<file path="src/rtl/fps_pkg.sv">
package fps_pkg;
  localparam logic [31:0] FPS_ADDR_ROM_PROT    = 32'hFFFFE518;
  localparam logic [31:0] FPS_ADDR_ROM_LOCK    = 32'hFFFFE51C;
  localparam logic [31:0] FPS_ADDR_FLASH_STAT  = 32'hFFFFE520;
  localparam logic [31:0] FPS_ADDR_FLASH_CTRL  = 32'hFFFFE524;
  localparam logic [31:0] FPS_ADDR_MEM_ADDR    = 32'hFFFFE528;
  localparam logic [31:0] FPS_ADDR_MEM_DATA    = 32'hFFFFE52C;
  localparam int          FPS_RDY_BIT          = 0;
  localparam int          FPS_ROMKIND_BIT      = 2;
  localparam int          FPS_BLK_LSB          = 4;
  localparam int          FPS_NBLK             = 4;
  localparam int          FPS_PROT_EN_BIT      = 0;
  localparam logic [31:0] FPS_LOCK_KEY         = 32'h0000003D;
  localparam logic        FPS_PROT_EN_RESET    = 1'b1;
  localparam logic [3:0]  FPS_BLK_RESET        = 4'hF;
  localparam int          FPS_WORDS            = 16;
  localparam int          FPS_AW               = 4;
  localparam int          FPS_OP_CYCLES        = 8;
  localparam logic [1:0]  FPS_CMD_PROG         = 2'h1;
  localparam logic [1:0]  FPS_CMD_PROTECT      = 2'h2;
  localparam logic [1:0]  FPS_CMD_RESET        = 2'h3;
  typedef enum logic [1:0] {FPS_IDLE, FPS_BUSY, FPS_FAULT} fps_state_t;
endpackage : fps_pkg

</file>
<file path="src/rtl/fps_top.sv">
`timescale 1ns/1ps
module fps_top
  import fps_pkg::*;
(
  input  wire logic        pclk,
  input  wire logic        presetn,
  input  wire logic        por_n,
  input  wire logic        mask_rom,
  input  wire logic        rom_fetch,
  input  wire logic        op_fault,
  input  wire logic        psel,
  input  wire logic        penable,
  input  wire logic        pwrite,
  input  wire logic [31:0] paddr,
  input  wire logic [31:0] pwdata,
  input  wire logic [3:0]  pstrb,
  output logic      [31:0] prdata,
  output logic             pready,
  output logic             pslverr,
  output logic             flash_busy,
  output logic             rom_protect_active
);
  typedef struct packed {
    fps_state_t           state;
    logic [7:0]           cnt;
    logic                 fault_seen;
    logic [FPS_AW-1:0]    maddr;
    logic [31:0]          prdata;
    logic                 pready;
    logic                 pslverr;
    logic                 rd_mem;
    logic                 flash_busy;
    logic                 prot_act;
    logic                 lock_armed;
  } fps_top_t;
  fps_top_t s;
  fps_top_t next_s;
  logic        prot_en;
  // Block bits live in the power-on domain, apart from the bus state
  logic [FPS_NBLK-1:0] blk;
  logic [FPS_NBLK-1:0] next_blk;
  logic        pe_load;
  logic        pe_value;
  logic        mem_we;
  logic [31:0] mem_rdata;
  logic        setup;
  logic        wr;
  logic        full_word;
  logic        guard_ok;
  logic        prot_live;
  logic [31:0] stat_word;
  logic [31:0] cmd;

  function automatic logic is_addr(input logic [31:0] a, input logic [31:0] r);
    is_addr = (a == r);
  endfunction : is_addr

  assign setup     = psel && !penable;
  assign wr        = setup && pwrite;
  assign full_word = (pstrb == 4'hF);
  assign cmd       = pwdata;
  assign prot_live = prot_en && (blk == FPS_BLK_RESET);
  // Protect and lock registers guarded by fetch origin when protected
  assign guard_ok  = !prot_live || rom_fetch;

  always_comb
  begin
    stat_word = 32'h00000000;
    stat_word[FPS_RDY_BIT] = (s.state == FPS_IDLE);
    stat_word[FPS_ROMKIND_BIT] = mask_rom;
    stat_word[FPS_BLK_LSB +: FPS_NBLK] = blk;
  end

  always_comb
  begin
    next_s         = s;
    next_blk       = blk;
    pe_load        = 1'b0;
    pe_value       = 1'b0;
    mem_we         = 1'b0;
    next_s.pready  = 1'b0;
    next_s.pslverr = 1'b0;
    next_s.rd_mem  = 1'b0;
    // Auto operation timer
    unique case (s.state)
      FPS_IDLE:
      begin
        next_s.cnt = 8'h00;
      end
      FPS_BUSY:
      begin
        if (op_fault)
        begin
          next_s.state = FPS_FAULT;
        end
        else if (s.cnt == 8'(FPS_OP_CYCLES - 1))
        begin
          next_s.state = FPS_IDLE;
        end
        else
        begin
          next_s.cnt = s.cnt + 8'h01;
        end
      end
      FPS_FAULT:
      begin
        next_s.cnt = 8'h00;
      end
    endcase
    if (setup)
    begin
      next_s.pready = 1'b1;
      if (pwrite)
      begin
        if (is_addr(paddr, FPS_ADDR_ROM_PROT))
        begin
          if (guard_ok && full_word)
          begin
            pe_load  = 1'b1;
            pe_value = pwdata[FPS_PROT_EN_BIT];
            next_s.lock_armed = 1'b1;
          end
          else
          begin
            next_s.pslverr = 1'b1;
          end
        end
        else if (is_addr(paddr, FPS_ADDR_ROM_LOCK))
        begin
          if (guard_ok && full_word && s.lock_armed && (pwdata == FPS_LOCK_KEY))
          begin
            next_s.lock_armed = 1'b0;
          end
          else if (!guard_ok)
          begin
            next_s.pslverr = 1'b1;
          end
        end
        else if (is_addr(paddr, FPS_ADDR_FLASH_STAT))
        begin
          next_s.pready = 1'b1;
        end
        else if (is_addr(paddr, FPS_ADDR_MEM_ADDR))
        begin
          next_s.maddr = pwdata[FPS_AW-1:0];
        end
        else if (is_addr(paddr, FPS_ADDR_FLASH_CTRL))
        begin
          if (cmd[1:0] == FPS_CMD_RESET)
          begin
            next_s.state = FPS_IDLE;
          end
          else if (s.state != FPS_IDLE)
          begin
            next_s.pslverr = 1'b1;
          end
          else if (cmd[1:0] == FPS_CMD_PROTECT)
          begin
            // Loads all four block bits; a zero releases that block on flash parts, mask parts keep all four set
            next_blk     = cmd[FPS_BLK_LSB +: FPS_NBLK];
            next_s.state = FPS_BUSY;
          end
          else if (cmd[1:0] == FPS_CMD_PROG)
          begin
            next_s.state = FPS_BUSY;
          end
        end
        else if (is_addr(paddr, FPS_ADDR_MEM_DATA))
        begin
          // Block index from top address bits; protected blocks refuse
          if (blk[s.maddr[FPS_AW-1 -: 2]] || (s.state != FPS_IDLE))
          begin
            next_s.pslverr = 1'b1;
          end
          else
          begin
            mem_we       = 1'b1;
            next_s.state = FPS_BUSY;
          end
        end
        else
        begin
          next_s.pslverr = 1'b1;
        end
      end
      else
      begin
        next_s.prdata = 32'h00000000;
        if (is_addr(paddr, FPS_ADDR_ROM_PROT))
        begin
          if (guard_ok)
          begin
            next_s.prdata[FPS_PROT_EN_BIT] = prot_en;
          end
          else
          begin
            next_s.pslverr = 1'b1;
          end
        end
        else if (is_addr(paddr, FPS_ADDR_FLASH_STAT))
        begin
          next_s.prdata = stat_word;
        end
        else if (is_addr(paddr, FPS_ADDR_MEM_ADDR))
        begin
          next_s.prdata[FPS_AW-1:0] = s.maddr;
        end
        else if (is_addr(paddr, FPS_ADDR_MEM_DATA))
        begin
          next_s.pready = 1'b0;
          next_s.rd_mem = 1'b1;
        end
        else if (is_addr(paddr, FPS_ADDR_ROM_LOCK) || is_addr(paddr, FPS_ADDR_FLASH_CTRL))
        begin
          next_s.prdata = 32'h00000000;
        end
        else
        begin
          next_s.pslverr = 1'b1;
        end
      end
    end
    // Memory read data is one cycle late out of its register
    if (s.rd_mem)
    begin
      next_s.prdata = mem_rdata;
      next_s.pready = 1'b1;
    end
    next_s.flash_busy = (next_s.state != FPS_IDLE);
    next_s.prot_act   = prot_live;
  end

  always_ff @(posedge pclk or negedge presetn)
  begin
    if (!presetn)
    begin
      s.state      <= FPS_IDLE;
      s.cnt        <= 8'h00;
      s.fault_seen <= 1'b0;
      s.maddr      <= '0;
      s.prdata     <= 32'h00000000;
      s.pready     <= 1'b0;
      s.pslverr    <= 1'b0;
      s.rd_mem     <= 1'b0;
      s.flash_busy <= 1'b0;
      s.prot_act   <= 1'b0;
      s.lock_armed <= 1'b0;
    end
    else
    begin
      s.state      <= next_s.state;
      s.cnt        <= next_s.cnt;
      s.fault_seen <= next_s.fault_seen;
      s.maddr      <= next_s.maddr;
      s.prdata     <= next_s.prdata;
      s.pready     <= next_s.pready;
      s.pslverr    <= next_s.pslverr;
      s.rd_mem     <= next_s.rd_mem;
      s.flash_busy <= next_s.flash_busy;
      s.prot_act   <= next_s.prot_act;
      s.lock_armed <= next_s.lock_armed;
    end
  end

  // Block protect bits are nonvolatile: power-on only, reset value all set
  always_ff @(posedge pclk or negedge por_n)
  begin
    if (!por_n)
    begin
      blk <= FPS_BLK_RESET;
    end
    else
    begin
      blk <= mask_rom ? FPS_BLK_RESET : next_blk;
    end
  end

  fps_keep u_keep (
    .pclk    (pclk),
    .por_n   (por_n),
    .presetn (presetn),
    .mask_rom(mask_rom),
    .load    (pe_load),
    .value   (pe_value),
    .prot_en (prot_en)
  );

  fps_mem u_mem (
    .pclk    (pclk),
    .presetn (presetn),
    .we      (mem_we),
    .addr    (s.maddr),
    .wdata   (pwdata),
    .rdata   (mem_rdata)
  );

  assign prdata             = s.prdata;
  assign pready             = s.pready;
  assign pslverr            = s.pslverr;
  assign flash_busy         = s.flash_busy;
  assign rom_protect_active = s.prot_act;
endmodule : fps_top

</file>
<file path="src/rtl/fps_mem.sv">
`timescale 1ns/1ps
module fps_mem
  import fps_pkg::*;
(
  input  wire logic              pclk,
  input  wire logic              presetn,
  input  wire logic              we,
  input  wire logic [FPS_AW-1:0] addr,
  input  wire logic [31:0]       wdata,
  output logic      [31:0]       rdata
);
  typedef struct packed {
    logic [FPS_WORDS-1:0][31:0] mem;
    logic [31:0]                rdata;
  } fps_mem_t;
  fps_mem_t s;
  fps_mem_t next_s;
  always_comb
  begin
    next_s = s;
    if (we)
    begin
      next_s.mem[addr] = wdata;
    end
    next_s.rdata = s.mem[addr];
  end
  always_ff @(posedge pclk or negedge presetn)
  begin
    if (!presetn)
    begin
      s <= '0;
    end
    else
    begin
      s <= next_s;
    end
  end
  assign rdata = s.rdata;
endmodule : fps_mem

</file>
<file path="src/rtl/fps_keep.sv">
`timescale 1ns/1ps
module fps_keep
  import fps_pkg::*;
(
  input  wire logic pclk,
  input  wire logic por_n,
  input  wire logic presetn,
  input  wire logic mask_rom,
  input  wire logic load,
  input  wire logic value,
  output logic      prot_en
);
  typedef struct packed {
    logic prot_en;
  } fps_keep_t;
  fps_keep_t s;
  fps_keep_t next_s;
  logic      rst_n;
  // Mask parts set protect-enable on every reset, flash parts only on power-on
  assign rst_n = mask_rom ? (por_n & presetn) : por_n;
  always_comb
  begin
    next_s = s;
    if (load)
    begin
      next_s.prot_en = value;
    end
  end
  always_ff @(posedge pclk or negedge rst_n)
  begin
    if (!rst_n)
    begin
      s.prot_en <= FPS_PROT_EN_RESET;
    end
    else
    begin
      s <= next_s;
    end
  end
  assign prot_en = s.prot_en;
endmodule : fps_keep

</file>
<file path="config.mk">
export PLATFORM = sky130hd
export DESIGN_NAME = fps_top
export DESIGN_NICKNAME = d
export VERILOG_FILES = /design/src/rtl/fps_pkg.sv /design/src/rtl/fps_top.sv /design/src/rtl/fps_mem.sv /design/src/rtl/fps_keep.sv
export SDC_FILE = /design/constraint.sdc
export NUM_CORES = 1
export LEC_CHECK = 0
export BUFFER_PORTS_ARGS = -buffer_cell sky130_fd_sc_hd__buf_2
export CAP_MARGIN = 20
export CELL_PAD_IN_SITES_DETAIL_PLACEMENT = 1
export CELL_PAD_IN_SITES_GLOBAL_PLACEMENT = 1
export CORE_MARGIN = 2
export CORE_UTILIZATION = 57
export DETAILED_ROUTE_END_ITERATION = 16
export PLACE_DENSITY_LB_ADDON = 0.25
export RECOVER_POWER = 50
export REMOVE_ABC_BUFFERS = 1
export SETUP_SLACK_MARGIN = 0.3
export SLEW_MARGIN = 25
export SYNTH_ARGS = -nofsm -noshare
export SYNTH_HDL_FRONTEND = slang
export SYNTH_SLANG_ARGS = --single-unit
</file>
<file path="constraint.sdc">
create_clock -name pclk -period 5.65 [get_ports pclk]
set_clock_uncertainty 0.05 [all_clocks]
set_input_delay 0.2825 -clock pclk [delete_from_list [all_inputs] [get_ports pclk]]
set_output_delay 0.2825 -clock pclk [all_outputs]
set_load 0.03 [all_outputs]
</file>
==> results of run 1 <==
-- layout make-up --
class	count	area [sq um]
Multi-Input combinational cell	869	11000
Tap cell	607	759
Clock inverter	19	282
Clock buffer	88	1770
Sequential cell	600	15000
Inverter	5	18.8
Timing Repair Buffer	163	1000
Fill cell	4012	16500
-- flip-flops by register name (all words and copies together), names as in the netlist --
signal,flops
u_mem.rdata,32
pslverr,1
pready,1
s,15
u_keep.prot_en,1
prdata,32
flash_busy,1
blk,4
u_mem.s,512
rom_protect_active,1
-- Yosys cell counts (6+ instances only) --
cell and count:
a22o_1 30, a21o_1 6, nor4_2 6, nand2b_1 6
xnor2_1 7, mux2_1 37, nand2_1 10, mux4_2 161
and2_1 9, nand3_1 11, buf_1 16, mux2_2 480
buf_4 41, clkbuf_1 67, nor3_2 9, nand4_1 7
buf_2 39, dfrtp_1 595, nor2_1 15, o21ai_0 15
-- routing by layer --
| metal | global-route usage | vias to the layer above | share of wire |
|---|---|---|---|
| met3 | 0.0496 | 129 | 0.050 |
| met1 | 0.396 | 8423 | 0.41 |
| met5 | 0 | - | 0.00017 |
| met2 | 0.507 | 457 | 0.51 |
| met4 | 0.0783 | 2 | 0.025 |
| li1 | - | 6225 | - |
-- through the flow --
step           TNS [ns]  hold WS, ns  area [sq um]
2_1_floorplan   -903.33      -0.0631         25900
3_3_place_gp          0        0.248         27700
3_5_place_dp          0        0.251         27700
4_1_cts               0      0.00414         29900
5_1_grt               0       0.0350         29800
6_report              0       0.0325         29800
-- worst max path at each step --
| stage | startpoint | to | slack (ns) | cells after the start |
|---|---|---|---|---|
| final | presetn | u_mem.s[78] | 1.57 | 3 |
| after global routing | presetn | u_mem.s[408] | 0.92 | 3 |
| after CTS | s[40] | u_mem.s[487] | 1.85 | 6 |
| after detailed placement | paddr[26] | u_mem.s[510] | 1.66 | 7 |
| after global placement | paddr[7] | u_mem.s[510] | 1.77 | 7 |
| after floorplan | s[38] | u_mem.s[64] | -2.81 | 3 |
-- logic make-up after synthesis --
logic type | Yosys count | synth area share
AOI/OAI and AO/OA | 72 | 0.0204
xor gates and xnor gates | 8 | 0.00262
adders and majority gates | 1 | 0.000468
buffers and inverters | 169 | 0.0316
DFF | 600 | 0.562
muxes | 679 | 0.354
and+or+nand+nor | 109 | 0.0285
-- worst min-delay path, delay by kind of cell --
kind | cells | cell delay [ns]
buf+inv | 1 | 0.21
simple gates | 2 | 0.20
-- power by group through the flow --
stage / clock network (uW) / logic (uW) / registers (uW)
final: 4180 / 209 / 4300
after global routing: 4400 / 234 / 4300
after CTS: 4240 / 213 / 4300
after floorplan: 0 / 18.5 / 4380
after global placement: 0 / 197 / 4380
after detailed placement: 0 / 206 / 4380
==> impl_metrics.yaml, run 1 <==
cts:
  cts-htree-levels: 2
  cts-hold-fix-buffers: 9
  numCtsBuffers: 61
  clkSlewWorstSetupHoldPaths_ns: 0.06
  cts_root_buf: "clkbuf_16"
  numClockSinks: 600
  cts_setup_buffers: 0
  cts_buffer_depth: 3
  post_cts_resized: 0
  insertion_delay_ns: 0.63
  cts_tree: "yes"
pwr:
  powerDensity_nw_per_um2: 291
  p_comb_frac: 0.024
  seqPwrFrac: 0.495
  ir_worst_vdd_uv: 239
  total_power_uw: 8680
  leakage_uw: 0.0143
  pwr-share-clk: 0.481
  power.switching_uw: 1870
  internal_power_uw: 6810
  switching_share: 0.216
worst_setup_path:
  worstPathBufferInverterCount: 3
  path_cells: "dlygate4sd3_1 > clkbuf_1 > clkbuf_1"
  cpPeakStageDelay_ns: 2.03
  path_class: "input pin to asynchronous set/reset pin"
  worst_path_max_delay_cell: "clkbuf_1"
  regToRegSetupSlack_ns: 1.84
  worstRegToRegCells: 6
  r2r_end: "u_mem.s[510]"
  crit_path_start_kind: "input pin"
  r2r_start: "s[40]"
  critPathTopFamily: "buffers and inverters"
  cp_max_fo: 51
  cpMostUsedCell: "clkbuf_1"
  crit_arrival_ns: 4.16
  crit_path_end_kind: "asynchronous set/reset pin"
  critPathRequiredTime_ns: 5.73
sta:
  slew_headroom: -0.831
  tightestPinTransition_ns: 2.75
  fin_crit_ns: 4.08
  fin_ws_ns: 1.57
  finalSetupViolCount: 0
  rsz0062_at_grt: "no"
  drv_slew: 196
  fmax_ghz: 0.245
  finalHoldViolations: 0
  fin_crit_sh: 0.723
finish:
  final_cell_mix: "dfrtp_1, mux2_2, mux4_2, buf_2, clkbuf_16"
  final_common_cell: "dfrtp_1"
  layout-drive-gt1-share: 0.503
  final_cells: 2351
  n_antenna_cell: 0
  fin_util: 0.643
  area_growth_pct: 11.6
  finalNetCount: 1778
placed_design:
  gp_congestion: 0.818
  dpl_worst_slack_ns: 1.66
  post-place-cells: 2233
  dp_hpwl_mm: 38.5
  port_buffers: 112
yosys:
  syn-instance-count: 1638
  synth_edf_count: 0
  ys_ff_latch: 600
  yosys_warnings: 0
  async_reset_ff_frac: 1.00
  ys.flop_type: "dfrtp_1"
  seq_area_frac_synth: 0.562
  synth_cell_types: 56
  post_synth.cell_area_avg_sq_um: 16.3
  yosys.area.top_type: "dfrtp_1"
  synthTopCellsByArea: "dfrtp_1, mux2_2, mux4_2, mux2_1, buf_4"
  syn_area_sq_um: 26700
  synth_top_area_share: 0.557
min_path:
  hold_start: "pwdata[5]"
  min_path_cells: 3
  holdPathEnd: "blk[1]"
  hold_class: "input pin to register"
global_routing:
  gr-usage-all-layers: 0.296
  grt_pass1_wl_mm: 107
  grt_max_degree: 153
  grt_pass1_vias: 17100
  antenna_found_initial: 1
  gr-total-overflow: 0
drt:
  via_per_inst: 6.48
  drt_pass1_iterations: 5
  wl_mm: 69.5
  dr_total_vias: 15200
  routedWlPerCell_um: 29.5
  antenna_left: 0
  drt-initial-drc-count: 1033
  drc_errors: 0
floorplanning:
  initial_core_util: 0.576
  dieArea_sq_um: 48600
  num_rows: 79
  core_area_sq_um: 46400
  die_w_um: 220
  ios: 113
  chipHeight_um: 220
status:
  status: "complete, but fails checks"
  failed_checks: "capacitance limit, slew limit"
job:
  max_cap_violations: 5
No activity file was read; power rests on OpenSTA's default activity.
==> run 2, diff against run 1 <==
--- a/config.mk
+++ b/config.mk
@@ -10,7 +10,7 @@
 export CELL_PAD_IN_SITES_DETAIL_PLACEMENT = 1
 export CELL_PAD_IN_SITES_GLOBAL_PLACEMENT = 1
 export CORE_MARGIN = 2
-export CORE_UTILIZATION = 57
+export CORE_UTILIZATION = 53
 export DETAILED_ROUTE_END_ITERATION = 16
 export PLACE_DENSITY_LB_ADDON = 0.25
 export RECOVER_POWER = 50
==> constraint.sdc (replaced) <==
create_clock -name pclk -period 4.2 [get_ports pclk]
set_clock_uncertainty 0.05 [all_clocks]
set_input_delay 0.21 -clock pclk [delete_from_list [all_inputs] [get_ports pclk]]
set_output_delay 0.21 -clock pclk [all_outputs]
set_load 0.03 [all_outputs]
==> impl_metrics.yaml, run 2 (synthesis gave the netlist of run 1 again) <==
drt:
  antenna_left: 0
  routedWlPerCell_um: 27.0
  dr_total_vias: 14900
  drc_errors: 0
  drt_pass1_iterations: 4
  drt-initial-drc-count: 821
  wl_mm: 65.7
  via_per_inst: 6.15
status:
  failed_checks: "capacitance limit, slew limit"
  status: "complete, but fails checks"
finish:
  fin_util: 0.604
  regArea_sq_um: 15000
  final_common_cell: "dfrtp_1"
  layout-drive-gt1-share: 0.505
  area_growth_pct: 12.9
  final_cell_mix: "dfrtp_1, mux2_2, mux4_2, buf_2, clkbuf_16"
  n_antenna_cell: 0
  fillerInstances: 4432
  post-route-cell-area_sq_um: 30200
  multiInputGateArea_sq_um: 11000
  final_cells: 2429
  largest_register_ffs: 512
  regMostFlops: "u_mem.s"
  finalNetCount: 1794
floorplanning:
  core_area_sq_um: 50000
  die_w_um: 229
  chipHeight_um: 229
  initial_core_util: 0.535
  dieArea_sq_um: 52200
  num_rows: 82
  ios: 113
worst_setup_path:
  path_cells: "or2_2 > nor4_4 > nand4b_4 > buf_4 > nor3_4 > buf_4 > mux2_2"
  worstPathBufferInverterCount: 2
  crit_path_end_kind: "register"
  critPathTopFamily: "simple AND/OR/NAND/NOR gates"
  worst_path_max_delay_cell: "dfrtp_1"
  path_class: "register to register"
  crit_arrival_ns: 3.81
  cp_max_fo: 20
  cpPeakStageDelay_ns: 0.52
  crit_path_start_kind: "register"
  critPathRequiredTime_ns: 4.60
  cpMostUsedCell: "buf_4"
cts:
  insertion_delay_ns: 0.59
  numCtsBuffers: 66
  post_cts_resized: 0
  cts_root_buf: "clkbuf_16"
  cts-hold-fix-buffers: 15
  clkSlewWorstSetupHoldPaths_ns: 0.06
  cts_setup_buffers: 0
  numClockSinks: 600
  cts_buffer_depth: 3
  cts_tree: "yes"
  cts-htree-levels: 3
global_routing:
  gr-usage-all-layers: 0.262
  gr-total-overflow: 0
  grt_max_degree: 104
  grt_pass1_wl_mm: 105
  grt_pass1_vias: 17000
  antenna_found_initial: 0
pwr:
  pwr-share-clk: 0.487
  ir_worst_vdd_uv: 291
  leakage_uw: 0.0144
  seqPwrFrac: 0.489
  switching_share: 0.211
  internal_power_uw: 9340
  powerDensity_nw_per_um2: 393
  p_comb_frac: 0.024
  power.switching_uw: 2500
job:
  max_cap_violations: 1
placed_design:
  post-place-cells: 2305
  port_buffers: 112
  gp_congestion: 0.863
  dpl_worst_slack_ns: 0.771
  dp_hpwl_mm: 38.3
  placed_area_sq_um: 27900
sta:
  tightestPinTransition_ns: 2.38
  fmax_ghz: 0.293
  fin_ws_ns: 0.788
  fin_crit_ns: 3.41
  drv_slew: 80
  rsz0062_at_grt: "no"
  finalSetupViolCount: 0
  holdWs_ns: 0.0206
  fin_crit_sh: 0.812
  finalHoldViolations: 0
  slew_headroom: -0.586
min_path:
  hold_class: "input pin to register"
run 2: changes by cell type in the layout (fill, tap and decap cells not counted), sizes merged, moves of 3 or more:
cell,change
bufinv,-3
clkbuf,+10
clkinv,-6
dlygate4sd3,+6
clkinvlp,-3
buf,+7
run 2: routing by layer:
layer  track usage  share of wire  vias to the layer above
li1              -              -                     6269
met1         0.352           0.42                     8252
met2         0.448           0.51                      330
met3        0.0380          0.048                       76
met4        0.0754          0.020                        0
met5             0              0                        -
run 2: layout make-up:
cell class                      count  share of cell area
Sequential cell                   600               0.498
Multi-Input combinational cell    869               0.363
Clock buffer                      100              0.0658
Timing Repair Buffer              174              0.0387
Tap cell                          672              0.0279
Clock inverter                      9             0.00506
Inverter                            5            0.000622
run 2: tightest hold or removal path, stage by stage:
cell     delay [ns]
buf_2          0.16
mux2i_1        0.16
o21ai_0        0.09
run 2: through the flow:
step                setup TNS, ns  power (uW)
global placement                0        6160
floorplan                -1694.96        5920
CTS                             0       12000
detailed placement              0        6170
global route                    0       12300
finish                          0       11800
run 2: power groups by stage:
stage | combinational (uW) | clock [uW] | sequential (uW)
finish | 287 | 5770 | 5790
global route | 325 | 6150 | 5780
CTS | 296 | 5890 | 5790
detailed placement | 285 | 0 | 5890
global placement | 272 | 0 | 5890
floorplan | 24.9 | 0 | 5900
run 2: final timing paths:
kind	endpoint	slack [ns]	start	depth (start not counted)
worst max-delay path	u_mem.s[541]	0.79	s[52]	7
worst min-delay path	prdata[2]	0.02	paddr[3]	3
worst max register to register	u_mem.s[541]	0.79	s[52]	7
worst min register to register	prdata[23]	0.43	u_mem.rdata[23]	1
max in group asynchronous	u_mem.s[134]	1.32	presetn	3
min in group asynchronous	blk[1]	0.23	por_n	2
==> run 3, diff against run 2 <==
--- a/config.mk
+++ b/config.mk
@@ -10,7 +10,7 @@
 export CELL_PAD_IN_SITES_DETAIL_PLACEMENT = 1
 export CELL_PAD_IN_SITES_GLOBAL_PLACEMENT = 1
 export CORE_MARGIN = 2
-export CORE_UTILIZATION = 53
+export CORE_UTILIZATION = 48
 export DETAILED_ROUTE_END_ITERATION = 16
 export PLACE_DENSITY_LB_ADDON = 0.25
 export RECOVER_POWER = 50
==> constraint.sdc (replaced) <==
create_clock -name pclk -period 2.95 [get_ports pclk]
set_clock_uncertainty 0.05 [all_clocks]
set_input_delay 0.1475 -clock pclk [delete_from_list [all_inputs] [get_ports pclk]]
set_output_delay 0.1475 -clock pclk [all_outputs]
set_load 0.03 [all_outputs]
==> impl_metrics.yaml, run 3 (synthesis gave the netlist of run 1 again) <==
cts:
  clkSlewWorstSetupHoldPaths_ns: 0.06
  cts-htree-levels: 3
  insertion_delay_ns: 0.61
  cts_root_buf: "clkbuf_16"
  cts_buffer_depth: 3
  numCtsBuffers: 66
  cts_tree: "yes"
  numClockSinks: 600
global_routing:
  grt_pass1_wl_mm: 106
  antenna_found_initial: 1
  grt_max_degree: 86
  grt_pass1_vias: 17200
  gr-usage-all-layers: 0.245
  gr-total-overflow: 0
placed_design:
  dp_hpwl_mm: 40.1
  gp_congestion: 0.816
  dpl_worst_slack_ns: 0.115
  port_buffers: 112
  post-place-cells: 2413
floorplanning:
  initial_core_util: 0.485
  num_rows: 86
  chipHeight_um: 240
  die_w_um: 240
  dieArea_sq_um: 57600
  core_area_sq_um: 55100
  ios: 113
finish:
  largest_register_ffs: 512
  fillerInstances: 4941
  final_common_cell: "dfrtp_1"
  finalNetCount: 1911
  layout-drive-gt1-share: 0.534
  final_cells: 2628
  regMostFlops: "u_mem.s"
  n_antenna_cell: 0
  final_cell_mix: "dfrtp_1, mux2_2, mux4_2, buf_2, clkbuf_16"
  fin_util: 0.581
  area_growth_pct: 19.8
min_path:
  hold_class: "input pin to register"
drt:
  drt_pass1_iterations: 5
  dr_total_vias: 15700
  wl_mm: 74.2
  via_per_inst: 5.98
  drt-initial-drc-count: 900
  drc_errors: 0
  antenna_left: 0
  routedWlPerCell_um: 28.2
pwr:
  powerDensity_nw_per_um2: 537
  leakage_uw: 0.0153
  ir_worst_vdd_uv: 406
job:
  max_cap_violations: 3
sta:
  fin_crit_ns: 2.84
  fmax_ghz: 0.353
  drv_slew: 140
  holdWs_ns: 0.0173
  fin_ws_ns: 0.114
  finalSetupViolCount: 0
  finalHoldViolations: 0
  tightestPinTransition_ns: 1.73
  setup_tns_ns: 0
  slew_headroom: -0.155
  fin_crit_sh: 0.962
  rsz0062_at_grt: "yes"
worst_setup_path:
  crit_path_start_kind: "register"
  path_class: "register to register"
  critPathRequiredTime_ns: 3.37
  crit_path_end_kind: "register"
  crit_arrival_ns: 3.26
  cp_max_fo: 16
status:
  status: "complete, but fails checks"
  failed_checks: "capacitance limit, slew limit"
-- run 3: power by group --
part	internal, uW	switching (uW)	total (uW)
Combinational	101	333	434
Sequential	8230	1.82	8240
Clock	5100	3400	8500
Total	13400	3740	17200
-- run 3: layout make-up --
| class | count | area, sq um | area share |
|---|---|---|---|
| multi-input combinational | 869 | 11000 | 0.343 |
| tap | 748 | 936 | 0.0292 |
| clock buffer | 97 | 1980 | 0.0619 |
| timing repair buffer | 291 | 2810 | 0.0879 |
| sequential | 600 | 15000 | 0.470 |
| inverter | 5 | 18.8 | 0.000587 |
| clock inverter | 18 | 253 | 0.00790 |
-- run 3: routing by layer --
layer | routed length [um] | vias to the layer above | track usage
met5 | 15 | - | 0
met2 | 37100 | 390 | 0.414
met1 | 31300 | 8673 | 0.325
met4 | 2690 | 2 | 0.0823
li1 | - | 6523 | -
met3 | 3030 | 127 | 0.0373
-- run 3: worst paths after layout --
path | slack (ns) | cells past startpoint | start | to
hold / removal | 0.02 | 6 | paddr[0] | flash_busy
max in group asynchronous | 0.53 | 3 | presetn | u_mem.s[401]
min in group asynchronous | 0.08 | 2 | presetn | u_mem.rdata[31]
setup reg to reg | 0.11 | 9 | s[40] | u_mem.s[446]
hold reg to reg | 0.43 | 1 | u_mem.rdata[17] | prdata[17]
setup / recovery | 0.11 | 9 | s[40] | u_mem.s[446]
-- run 3: critical path, cell delays in order, from the launching register on --
cell	delay (ns)
dfrtp_4	0.42
mux4_2	0.55
nor4_4	0.23
nand4b_4	0.16
buf_12	0.19
buf_4	0.17
nor4_4	0.21
buf_6	0.21
buf_12	0.18
mux2_2	0.36
-- run 3: timing repair --
action / 4_1_cts / 5_1_grt
buffers inserted: 11 / 25
cloned: 5 / 20
setup endpoints to repair: 482 / 473
gates resized for setup: 11 / 36
pin swaps: 4 / 1
hold buffers: 39 / 0
endpoints found under the hold margin: 442 / 0
-- run 3: stage by stage --
stage | cell area [sq um] | total power (uW)
2_1_floorplan | 25900 | 8430
3_3_place_gp | 28500 | 8790
3_5_place_dp | 28500 | 8810
4_1_cts | 31500 | 17300
5_1_grt | 32000 | 17700
6_report | 32000 | 17200
